### src/pmc_pkg.sv
package pmc_pkg;

    // ****************************************************************
    // operating modes of the controller
    // ****************************************************************
    typedef enum logic [2:0] {
        PMC_FULL_ON   = 3'b000,
        PMC_ACTIVE    = 3'b001,
        PMC_SLEEP     = 3'b010,
        PMC_DEEP      = 3'b011,
        PMC_HIBERNATE = 3'b100,
        PMC_RESET_SEQ = 3'b101
    } pmc_mode_t;

    // ****************************************************************
    // field widths and reset values
    // ****************************************************************
    localparam int           PMC_MULT_W    = 8;      // multiplier in half steps
    localparam int           PMC_VLEV_W    = 4;      // regulator level field
    localparam logic [7:0]   PMC_MULT_MIN  = 8'h01;  // 0.5x
    localparam logic [7:0]   PMC_MULT_MAX  = 8'h80;  // 64x
    localparam logic [7:0]   PMC_MULT_RST  = 8'h10;  // 8x
    localparam logic [3:0]   PMC_SSEL_RST  = 4'h4;   // divide by 4
    localparam logic [1:0]   PMC_CSEL_RST  = 2'h0;   // divide by 1
    localparam logic [3:0]   PMC_VLEV_RST  = 4'h8;
    localparam int           PMC_VSTEP_MV  = 50;     // regulator step size

    // ****************************************************************
    // cycle counts
    // ****************************************************************
    localparam int           PMC_LOCK_CYC  = 512;    // pll relock wait
    localparam int           PMC_RSEQ_CYC  = 16;     // reset sequence length
    localparam int           PMC_CNT_W     = 12;

    // ****************************************************************
    // grouped configuration carriers
    // ****************************************************************
    typedef struct packed {
        logic [3:0] ssel;    // system divider select
        logic [1:0] csel;    // core divider select
    } pmc_div_cfg_t;

    typedef struct packed {
        logic                  off;    // remove core power
        logic [PMC_VLEV_W-1:0] level;  // core voltage code, 50 mV per step
    } pmc_vreg_cfg_t;

endpackage

### src/pmc_top.sv
`timescale 1ns/1ns
module pmc_top #(
    parameter int WAKE_W   = 8,
    parameter int HWAKE_W  = 6,
    parameter int LOCK_CYC = pmc_pkg::PMC_LOCK_CYC,
    parameter int RSEQ_CYC = pmc_pkg::PMC_RSEQ_CYC
) (
    input  wire logic                  clk_i,
    input  wire logic                  rst_b_i,
    input  wire logic                  mode_req_vld_i,
    input  wire pmc_pkg::pmc_mode_t    mode_req_i,
    input  wire logic                  pll_bypass_i,
    input  wire logic                  pll_off_i,
    input  wire logic                  mult_wr_i,
    input  wire logic [7:0]            mult_i,
    input  wire logic                  div_wr_i,
    input  wire pmc_pkg::pmc_div_cfg_t div_cfg_i,
    input  wire logic                  vreg_wr_i,
    input  wire pmc_pkg::pmc_vreg_cfg_t vreg_cfg_i,
    input  wire logic [WAKE_W-1:0]     wake_en_i,
    input  wire logic [WAKE_W-1:0]     wake_evt_i,
    input  wire logic [HWAKE_W-1:0]    hib_wake_i,
    input  wire logic                  rtc_wake_i,
    input  wire logic                  reset_pin_b_i,
    input  wire logic                  system_clock_out_pin_en_i,
    output logic [2:0]                 mode_o,
    output logic                       core_clk_en_o,
    output logic                       sys_clk_en_o,
    output logic                       sys_clk_out_o,
    output logic                       pll_enable_o,
    output logic                       pll_bypass_o,
    output logic [7:0]                 pll_mult_o,
    output logic                       relock_busy_o,
    output logic                       l1_dma_allow_o,
    output logic                       async_periph_block_o,
    output logic                       core_power_on_o,
    output logic [3:0]                 vreg_level_o,
    output logic                       pins_hiz_o,
    output logic                       sys_reset_b_o
);
    import pmc_pkg::*;

    localparam int SYNC_W = WAKE_W + HWAKE_W + 2;
    localparam logic [PMC_CNT_W-1:0] LOCK_LD = PMC_CNT_W'(LOCK_CYC);
    localparam logic [PMC_CNT_W-1:0] RSEQ_LD = PMC_CNT_W'(RSEQ_CYC - 1);

    // ****************************************************************
    // helpers
    // ****************************************************************
    // core ratio from its 2-bit select: 1, 2, 4, 8
    function automatic logic [3:0] core_ratio(input logic [1:0] sel);
        core_ratio = 4'h1 << sel;
    endfunction

    // system ratio; a zero select would stop the clock, so it runs as 1
    function automatic logic [3:0] sys_ratio(input logic [3:0] sel);
        sys_ratio = (sel == 4'h0) ? 4'h1 : sel;
    endfunction

    // ****************************************************************
    // state
    // ****************************************************************
    pmc_mode_t             mode_r;
    logic [SYNC_W-1:0]     sync1_r;
    logic [SYNC_W-1:0]     sync2_r;
    logic [PMC_CNT_W-1:0]  seq_cnt_r;
    logic [PMC_CNT_W-1:0]  lock_cnt_r;
    logic [7:0]            mult_r;
    logic [3:0]            ssel_r;
    logic [1:0]            csel_r;
    logic [3:0]            vlev_r;
    logic [3:0]            sys_cnt_r;
    logic [3:0]            core_cnt_r;
    logic                  wake_any;
    logic                  hib_any;
    logic                  rtc_s;
    logic                  rst_pin_s;
    logic                  locking;
    logic                  cfg_ok;
    logic                  div_bypass;
    logic                  core_run;
    logic                  sys_run;
    logic                  core_tick;
    logic                  sys_tick;

    // ****************************************************************
    // input synchronisers
    // ****************************************************************
    // all wake lines come from other domains or pins
    always_ff @(posedge clk_i or negedge rst_b_i) begin
        if (!rst_b_i) begin
            sync1_r <= '0;
            sync2_r <= '0;
        end else begin
            sync1_r <= {~reset_pin_b_i, rtc_wake_i, hib_wake_i, wake_evt_i};
            sync2_r <= sync1_r;
        end
    end

    // decoded wake conditions, read from the second stage only
    assign wake_any  = |(sync2_r[WAKE_W-1:0] & wake_en_i);
    assign hib_any   = |sync2_r[WAKE_W +: HWAKE_W];
    assign rtc_s     = sync2_r[SYNC_W-2];
    assign rst_pin_s = sync2_r[SYNC_W-1];
    assign locking   = (lock_cnt_r != '0);
    // software may only reconfigure while the core is running
    assign cfg_ok    = (mode_r == PMC_FULL_ON) || (mode_r == PMC_ACTIVE);

    // ****************************************************************
    // mode sequencer
    // ****************************************************************
    // reset pin wins everywhere; it holds the reset sequence while low
    always_ff @(posedge clk_i or negedge rst_b_i) begin
        if (!rst_b_i) begin
            mode_r <= PMC_FULL_ON;
        end else if (rst_pin_s) begin
            mode_r <= PMC_RESET_SEQ;
        end else begin
            unique case (mode_r)
                PMC_FULL_ON, PMC_ACTIVE: begin
                    if (vreg_wr_i && vreg_cfg_i.off) begin
                        mode_r <= PMC_HIBERNATE;
                    end else if (mode_req_vld_i) begin
                        unique case (mode_req_i)
                            PMC_ACTIVE, PMC_DEEP: begin
                                mode_r <= mode_req_i;
                            end
                            // a stopped pll cannot be relied on here
                            PMC_FULL_ON, PMC_SLEEP: begin
                                if (!(mode_r == PMC_ACTIVE && pll_off_i)) begin
                                    mode_r <= mode_req_i;
                                end
                            end
                            default: begin
                                mode_r <= mode_r;
                            end
                        endcase
                    end
                end
                PMC_SLEEP: begin
                    if (wake_any) begin
                        mode_r <= pll_bypass_i ? PMC_ACTIVE : PMC_FULL_ON;
                    end
                end
                PMC_DEEP: begin
                    if (rtc_s) begin
                        mode_r <= PMC_ACTIVE;
                    end
                end
                PMC_HIBERNATE: begin
                    if (hib_any || rtc_s) begin
                        mode_r <= PMC_RESET_SEQ;
                    end
                end
                PMC_RESET_SEQ: begin
                    if (seq_cnt_r == '0) begin
                        mode_r <= PMC_FULL_ON;
                    end
                end
                default: begin
                    mode_r <= PMC_FULL_ON;
                end
            endcase
        end
    end

    // reset sequence length, restarted while the pin is held
    always_ff @(posedge clk_i or negedge rst_b_i) begin
        if (!rst_b_i) begin
            seq_cnt_r <= RSEQ_LD;
        end else if (rst_pin_s || mode_r == PMC_HIBERNATE) begin
            seq_cnt_r <= RSEQ_LD;
        end else if (mode_r == PMC_RESET_SEQ && seq_cnt_r != '0) begin
            seq_cnt_r <= seq_cnt_r - 1'b1;
        end
    end

    // ****************************************************************
    // pll and divider settings
    // ****************************************************************
    // everything here is lost in hibernate and returns to defaults
    always_ff @(posedge clk_i or negedge rst_b_i) begin
        if (!rst_b_i) begin
            mult_r <= PMC_MULT_RST;
            ssel_r <= PMC_SSEL_RST;
            csel_r <= PMC_CSEL_RST;
        end else if (mode_r == PMC_RESET_SEQ) begin
            mult_r <= PMC_MULT_RST;
            ssel_r <= PMC_SSEL_RST;
            csel_r <= PMC_CSEL_RST;
        end else if (cfg_ok) begin
            // out-of-range multipliers are clamped, not dropped
            if (mult_wr_i) begin
                if (mult_i < PMC_MULT_MIN) begin
                    mult_r <= PMC_MULT_MIN;
                end else if (mult_i > PMC_MULT_MAX) begin
                    mult_r <= PMC_MULT_MAX;
                end else begin
                    mult_r <= mult_i;
                end
            end
            if (div_wr_i) begin
                ssel_r <= div_cfg_i.ssel;
                csel_r <= div_cfg_i.csel;
            end
        end
    end

    // relock wait after a multiplier change or a pll restart
    always_ff @(posedge clk_i or negedge rst_b_i) begin
        if (!rst_b_i) begin
            lock_cnt_r <= LOCK_LD;
        end else if (mode_r == PMC_RESET_SEQ || (cfg_ok && mult_wr_i)) begin
            lock_cnt_r <= LOCK_LD;
        end else if (mode_r == PMC_ACTIVE && pll_off_i) begin
            lock_cnt_r <= LOCK_LD;
        end else if (locking) begin
            lock_cnt_r <= lock_cnt_r - 1'b1;
        end
    end

    // regulator setting survives hibernate; only power-on clears it
    always_ff @(posedge clk_i or negedge rst_b_i) begin
        if (!rst_b_i) begin
            vlev_r <= PMC_VLEV_RST;
        end else if (cfg_ok && vreg_wr_i) begin
            vlev_r <= vreg_cfg_i.level;
        end
    end

    // ****************************************************************
    // clock dividers
    // ****************************************************************
    // bypass: active mode, or sleep while pll_bypass_i is set
    assign div_bypass = (mode_r == PMC_ACTIVE) ||
                        (mode_r == PMC_SLEEP && pll_bypass_i);
    assign core_run   = (mode_r == PMC_ACTIVE) ||
                        (mode_r == PMC_FULL_ON && !locking);
    assign sys_run    = core_run ||
                        (mode_r == PMC_SLEEP && (div_bypass || !locking));
    assign core_tick  = div_bypass || (core_cnt_r == core_ratio(csel_r) - 4'h1);
    assign sys_tick   = div_bypass || (sys_cnt_r == sys_ratio(ssel_r) - 4'h1);

    // a divider write restarts both counters so the new ratio applies at once
    always_ff @(posedge clk_i or negedge rst_b_i) begin
        if (!rst_b_i) begin
            core_cnt_r <= 4'h0;
            sys_cnt_r  <= 4'h0;
        end else if (div_wr_i && cfg_ok) begin
            core_cnt_r <= 4'h0;
            sys_cnt_r  <= 4'h0;
        end else begin
            core_cnt_r <= core_tick ? 4'h0 : core_cnt_r + 4'h1;
            sys_cnt_r  <= sys_tick ? 4'h0 : sys_cnt_r + 4'h1;
        end
    end

    // ****************************************************************
    // outputs
    // ****************************************************************
    // enables leave flip-flops only; the gate latches them in the low phase
    always_ff @(posedge clk_i or negedge rst_b_i) begin
        if (!rst_b_i) begin
            core_clk_en_o <= 1'b0;
            sys_clk_en_o  <= 1'b0;
            sys_clk_out_o <= 1'b0;
        end else begin
            core_clk_en_o <= core_run && core_tick;
            sys_clk_en_o  <= sys_run && sys_tick;
            sys_clk_out_o <= sys_run && sys_tick && system_clock_out_pin_en_i;
        end
    end

    // mode-dependent controls for pll, memory, supply and pads
    always_ff @(posedge clk_i or negedge rst_b_i) begin
        if (!rst_b_i) begin
            mode_o               <= PMC_FULL_ON;
            pll_enable_o         <= 1'b1;
            pll_bypass_o         <= 1'b0;
            pll_mult_o           <= PMC_MULT_RST;
            relock_busy_o        <= 1'b1;
            l1_dma_allow_o       <= 1'b1;
            async_periph_block_o <= 1'b0;
            core_power_on_o      <= 1'b1;
            vreg_level_o         <= PMC_VLEV_RST;
            pins_hiz_o           <= 1'b0;
            sys_reset_b_o        <= 1'b0;
        end else begin
            mode_o               <= mode_r;
            pll_enable_o         <= !(mode_r == PMC_DEEP || mode_r == PMC_HIBERNATE ||
                                      (mode_r == PMC_ACTIVE && pll_off_i));
            pll_bypass_o         <= div_bypass;
            pll_mult_o           <= mult_r;
            relock_busy_o        <= locking;
            l1_dma_allow_o       <= (mode_r != PMC_SLEEP);
            async_periph_block_o <= (mode_r == PMC_DEEP) ||
                                    (mode_r == PMC_HIBERNATE);
            core_power_on_o      <= (mode_r != PMC_HIBERNATE);
            vreg_level_o         <= vlev_r;
            pins_hiz_o           <= (mode_r == PMC_HIBERNATE);
            sys_reset_b_o        <= (mode_r != PMC_RESET_SEQ);
        end
    end
endmodule
### config.mk
export PLATFORM = sky130hd
export DESIGN_NAME = pmc_top
export DESIGN_NICKNAME = d
export VERILOG_FILES = /design/src/pmc_pkg.sv /design/src/pmc_top.sv
export SDC_FILE = /design/constraint.sdc
export NUM_CORES = 1
export LEC_CHECK = 0
export BUFFER_PORTS_ARGS = -buffer_cell sky130_fd_sc_hd__buf_2
export CAP_MARGIN = 20
export CELL_PAD_IN_SITES_DETAIL_PLACEMENT = 0
export CELL_PAD_IN_SITES_GLOBAL_PLACEMENT = 1
export CORE_UTILIZATION = 39
export DETAILED_ROUTE_END_ITERATION = 10
export PLACE_DENSITY_LB_ADDON = 0.1
export SKIP_LAST_GASP = 1
export SYNTH_ARGS = -nofsm -noshare
export SYNTH_HDL_FRONTEND = slang
export SYNTH_SLANG_ARGS = --single-unit
### constraint.sdc
create_clock -name clk_i -period 2.21 [get_ports clk_i]
set_input_delay 0.1105 -clock clk_i [delete_from_list [all_inputs] [get_ports clk_i]]
set_output_delay 0.1105 -clock clk_i [all_outputs]
set_load 0.01 [all_outputs]
* Word-level counts from Yosys, hierarchy flattened
Cells that the tools add are included.
** Word-level totals
- Register bits :: 111
- Latch bits :: 0
- Bits in writable memories :: 0
- Memory bits (read-only) :: 0
- Logic and storage cells :: 133
- Memories :: 0
** Cells by class
- Add/sub/neg operators :: 6
- Multipliers :: 0
- Divide/modulo/power cells :: 0
- Magnitude comparators :: 2
- Eq/ne operators :: 20
- Shift operators :: 1
- Mux-type cells :: 32
- Bitwise operators :: 2
- Reductions and logical operators :: 45
** Operators with widths (count)
- 2-to-1 mux 12 bit :: 5
- 2-to-1 mux 8 bit :: 5
- 2-to-1 mux 4 bit :: 8
- 2-to-1 mux 3 bit :: 8
- nonzero test 12 bit :: 2
- subtractor 12 x 1 -> 12 bit, second input constant :: 2
- inequality test 3 bit, second input constant :: 6
- case mux 3 bit (5 select lines) :: 1
- == test 3 x 2 -> 1 bit, second input constant :: 4
- logical AND 1 bit :: 12
- zero test 12 bit :: 1
- logical OR 1 bit :: 12
- adder 4 x 1 -> 4 bit, second input constant :: 2
- bitwise AND 8 bit :: 1
- == test 4 bit :: 2
- > comparator 8 bit, second input constant :: 1
- < comparator 8 x 1 -> 1 bit, second input constant :: 1
- nonzero test 2 bit :: 4
- OR reduction 8 bit :: 1
- subtractor 4 x 1 -> 4 bit, second input constant :: 2
- AND reduction 7 bit :: 1
- == test 3 x 1 -> 1 bit, second input constant :: 2
- == test 3 bit, second input constant :: 2
- zero test 3 bit :: 2
- 15 further kinds :: 21

* Depth between registers and ports, before layout
- Word-level depth :: 8
- Mapped depth :: 8
- Depth with buffers taken out :: 8

* Worst setup path before layout
Ideal clock, no wire load.
- Path type :: register -> register
- From :: register seq_cnt_r[4]
- To :: register mode_r[1]
- Arrival time :: 1.987 ns
- Data required time :: 2.083 ns
- Setup slack :: 0.096 ns
- Cell stages (with the launch flop) :: 8
- Period minus slack after synthesis :: 2.114 ns
- Path through :: dfrtp_1 -> or4_1 -> buf_2 -> or4_4 -> buf_6 -> nand2_8 -> o2111ai_2 -> mux2i_1
** On the way
- Word-level cells in the longest chain between the ends :: 3
** Ends and longest elaborated chain
- start, declared :: line pmc_top.sv:66 : logic [PMC_CNT_W-1:0] seq_cnt_r;
- start signal, assigned :: line pmc_top.sv:174 : seq_cnt_r <= seq_cnt_r - 1'b1;
- zero test 12 bit :: line pmc_top.sv:156 : if (seq_cnt_r == '0) begin
- inequality test 3 bit (no line)
- AND reduction 7 bit (no line)
- end signal, assigned :: line pmc_top.sv:131 : mode_r <= mode_req_i;
- end signal, assigned :: line pmc_top.sv:135 : mode_r <= mode_r;
- end signal, assigned :: line pmc_top.sv:142 : mode_r <= pll_bypass_i ? PMC_ACTIVE : PMC_FULL_ON;
- end, declared :: line pmc_top.sv:63 : pmc_mode_t mode_r;
Every way passes these cells.
A chain may end at the register's enable or synchronous reset.

* Final worst setup path
- From :: register seq_cnt_r[6]
- To :: register mode_r[1]
The elaborated chain is that of the path after synthesis.

==> metrics <==
sequential cell area fraction in the yosys report 0.633; Post-Route WL 9080 µm; post-synth cell types 57; Async S/R FF share, synth 1.00; Hold Violations, Final 0; Yosys reg bits 111; ant diodes 0; YS warnings 0; post-route cell area 5600 µm²; CTS Buf Count 9; worst endpoint required time 2.43 ns; die height roughly 110 µm; area of the multi-input gates around 1500 µm²; R2R depth 5; CTS root buf clkbuf_16; Vias/cell between 4 and 5; critical path capture point type flip-flop; Synth Instances 372; Clock power frac 0.256; WP depth 5; pins over their slew limit 0; Starting Density 0.404; Final setup viols 0; H-Tree Depth 3; syn avg cell area 11.9 µm²; cell family with most CP delay simple AND/OR/NAND/NOR gates; setup slack after layout around 0.095 ns; Remaining DRCs 0; remaining antenna violation count 0; Synth top area share 0.549; worst hold path type in2reg; Synth area leader dfrtp_1; Peak VDD IR 517 µV; vias in the first global route 3095; Worst-Skew Late Latency 0.34 ns; Starting DRT DRC Count between 100 and 150; Tmin final 2.12 ns; fin crit share 0.957; GP Congestion 0.739; input/output buffers 80; number of synthesized flops with an enable pin 0; Core Area 10900 µm²; CP startpoint seq_cnt_r[6]; Worst Path Class, Setup reg2reg; Clock Path Buffers 2; outcome complete, no violations; Worst path max stage delay 0.61 ns; Hold Slack 0.00399 ns; grt total ovfl 0; io pins 81; Worst-Margin Slew 0.715 ns; largest net degree at the start of global routing 110; hold path depth 2; row count 38; routed length per placed instance 14.4 µm; syn nets 434; r2r startpoint seq_cnt_r[6]; combinational cell fraction of total power 0.311; commonest non-fill, non-tap cell in the layout dfrtp_1; CP max FO 10; chip width 108 µm; antenna violations before repair 0; Post-Syn Area 4420 µm²; leak pwr 2.64 nW; most frequent cells in the layout dfrtp_1, buf_2, nor2_1; max-cap check violation count 0; Arr. time, crit path 2.33 ns; WP buf/inv 0; CP cell instances or4_1, or4_4, nand2_8, o2111ai_2, mux2i_1; clk slew on worst S/H paths 0.08 ns; PD cells 1160 nW/µm²; hpwl dp 6280 µm; Fin Clk Skew 0.00883 ns; die area 11800 µm²; pre-CTS setup slack 0.0962 ns; top cells by area, synth dfrtp_1, dfstp_2, xor2_1; DP Area 5050 µm²; net switching power 2.18 mW; layout cell share with drive strength beyond 1 0.279; gr usage total 0.167; register area around 2800 µm²; clk sink count 111; min-delay src vreg_cfg_i[1]; Most used DFF post-synth dfrtp_1; Internal 4.34 mW; Nets 548; CP startpoint kind flip-flop; CP max-delay cell or4_4; sw frac 0.334; fillcell total 1000; Seq pwr share 0.433; relative slew slack 0.511; total number of vias 3094; Fmax between 0.4 and 0.5 GHz; synthesis-to-layout area growth 26.7%; Pre-antenna DRT Iters 4; first-pass GRT wire length 15000 µm; CTS tree built
## final cells by class
| type | count | share of cell area |
|---|---|---|
| flip-flops and latches | 111 | 0.499 |
| multi-input cells | 232 | 0.269 |
| repair buffers | 115 | 0.134 |
| clock buffers | 9 | 0.0402 |
| well taps | 140 | 0.0313 |
| clock inverters | 7 | 0.0154 |
| inverters | 17 | 0.0114 |
## worst paths after layout
kind,endpoint,slack [ns]
min,vlev_r[1],0.004
max in group asynchronous,mode_o[0],1.33
max reg2reg,mode_r[1],0.09
min reg2reg,sync2_r[13],0.35
min in group asynchronous,sys_cnt_r[3],0.10
max,mode_r[1],0.09
## worst register-to-register path, stage by stage (launching register included)
cell       delay (ns)
dfrtp_1          0.42
or4_1            0.58
or4_4            0.61
nand2_8          0.13
o2111ai_2        0.11
mux2i_1          0.14
## timing repair
action                     4_1_cts  5_1_grt
resized for setup                0        1
setup buffers                    0        1
setup endpoints to repair        0        3
hold buffers                    22        1
hold endpoints to repair       118        1
## through the flow
stage	std cells	setup TNS, ns	util	power (mW)
finish	631	0	0.512	6.52
global route	631	-0.00516	0.512	6.96
CTS	629	0	0.510	6.59
detailed placement	591	0	0.461	4.87
global placement	591	0	0.461	4.84
floorplan	372	0	-	4.12
## registers in the layout, summed over array words and instances, names as in the netlist, 2 cells and up
register / count
pll_mult_o: 8
vreg_level_o: 4
vlev_r: 4
ssel_r: 4
sync1_r: 16
mode_o: 3
sync2_r: 16
lock_cnt_r: 12
mode_r: 3
mult_r: 8
seq_cnt_r: 12
core_cnt_r: 4
csel_r: 2
sys_cnt_r: 4
## per-layer routing
metal	part of all wire	track usage
met1	0.46	0.224
met5	0	0
met4	0.011	0.0550
met3	0.031	0.0283
met2	0.49	0.274
## power groups by stage
| stage | registers (mW) | logic, mW | clock network (mW) |
|---|---|---|---|
| after CTS | 2.82 | 2.05 | 1.72 |
| after floorplan | 2.86 | 1.26 | 0 |
| final | 2.82 | 2.03 | 1.67 |
| after global routing | 2.88 | 2.27 | 1.80 |
| after global placement | 2.85 | 1.99 | 0 |
| after detailed placement | 2.86 | 2.01 | 0 |
## cell families (layout without fill, tap and decap cells)
kind of cell,Yosys count,count (layout),synth area share
and+or+nand+nor,133,133,0.159
DFF,111,111,0.633
AOI/OAI and AO/OA,61,61,0.0926
buffers and inverters,29,148,0.0277
xor gates and xnor gates,25,25,0.0529
adders and majority gates,7,7,0.0198
muxes,6,6,0.0150
## Yosys cell counts (6+ instances only)
cell,count
xor2_1,17
o21ai_0,13
a21oi_1,17
nor2_1,38
dfstp_2,14
nand4_1,8
nor3_1,10
clkbuf_1,8
nor2b_1,7
dfrtp_1,97
nand3_1,7
nand2_1,24
or3_1,6
ha_1,7
inv_1,15
xnor2_1,7
(Power assumes the default switching activity.)
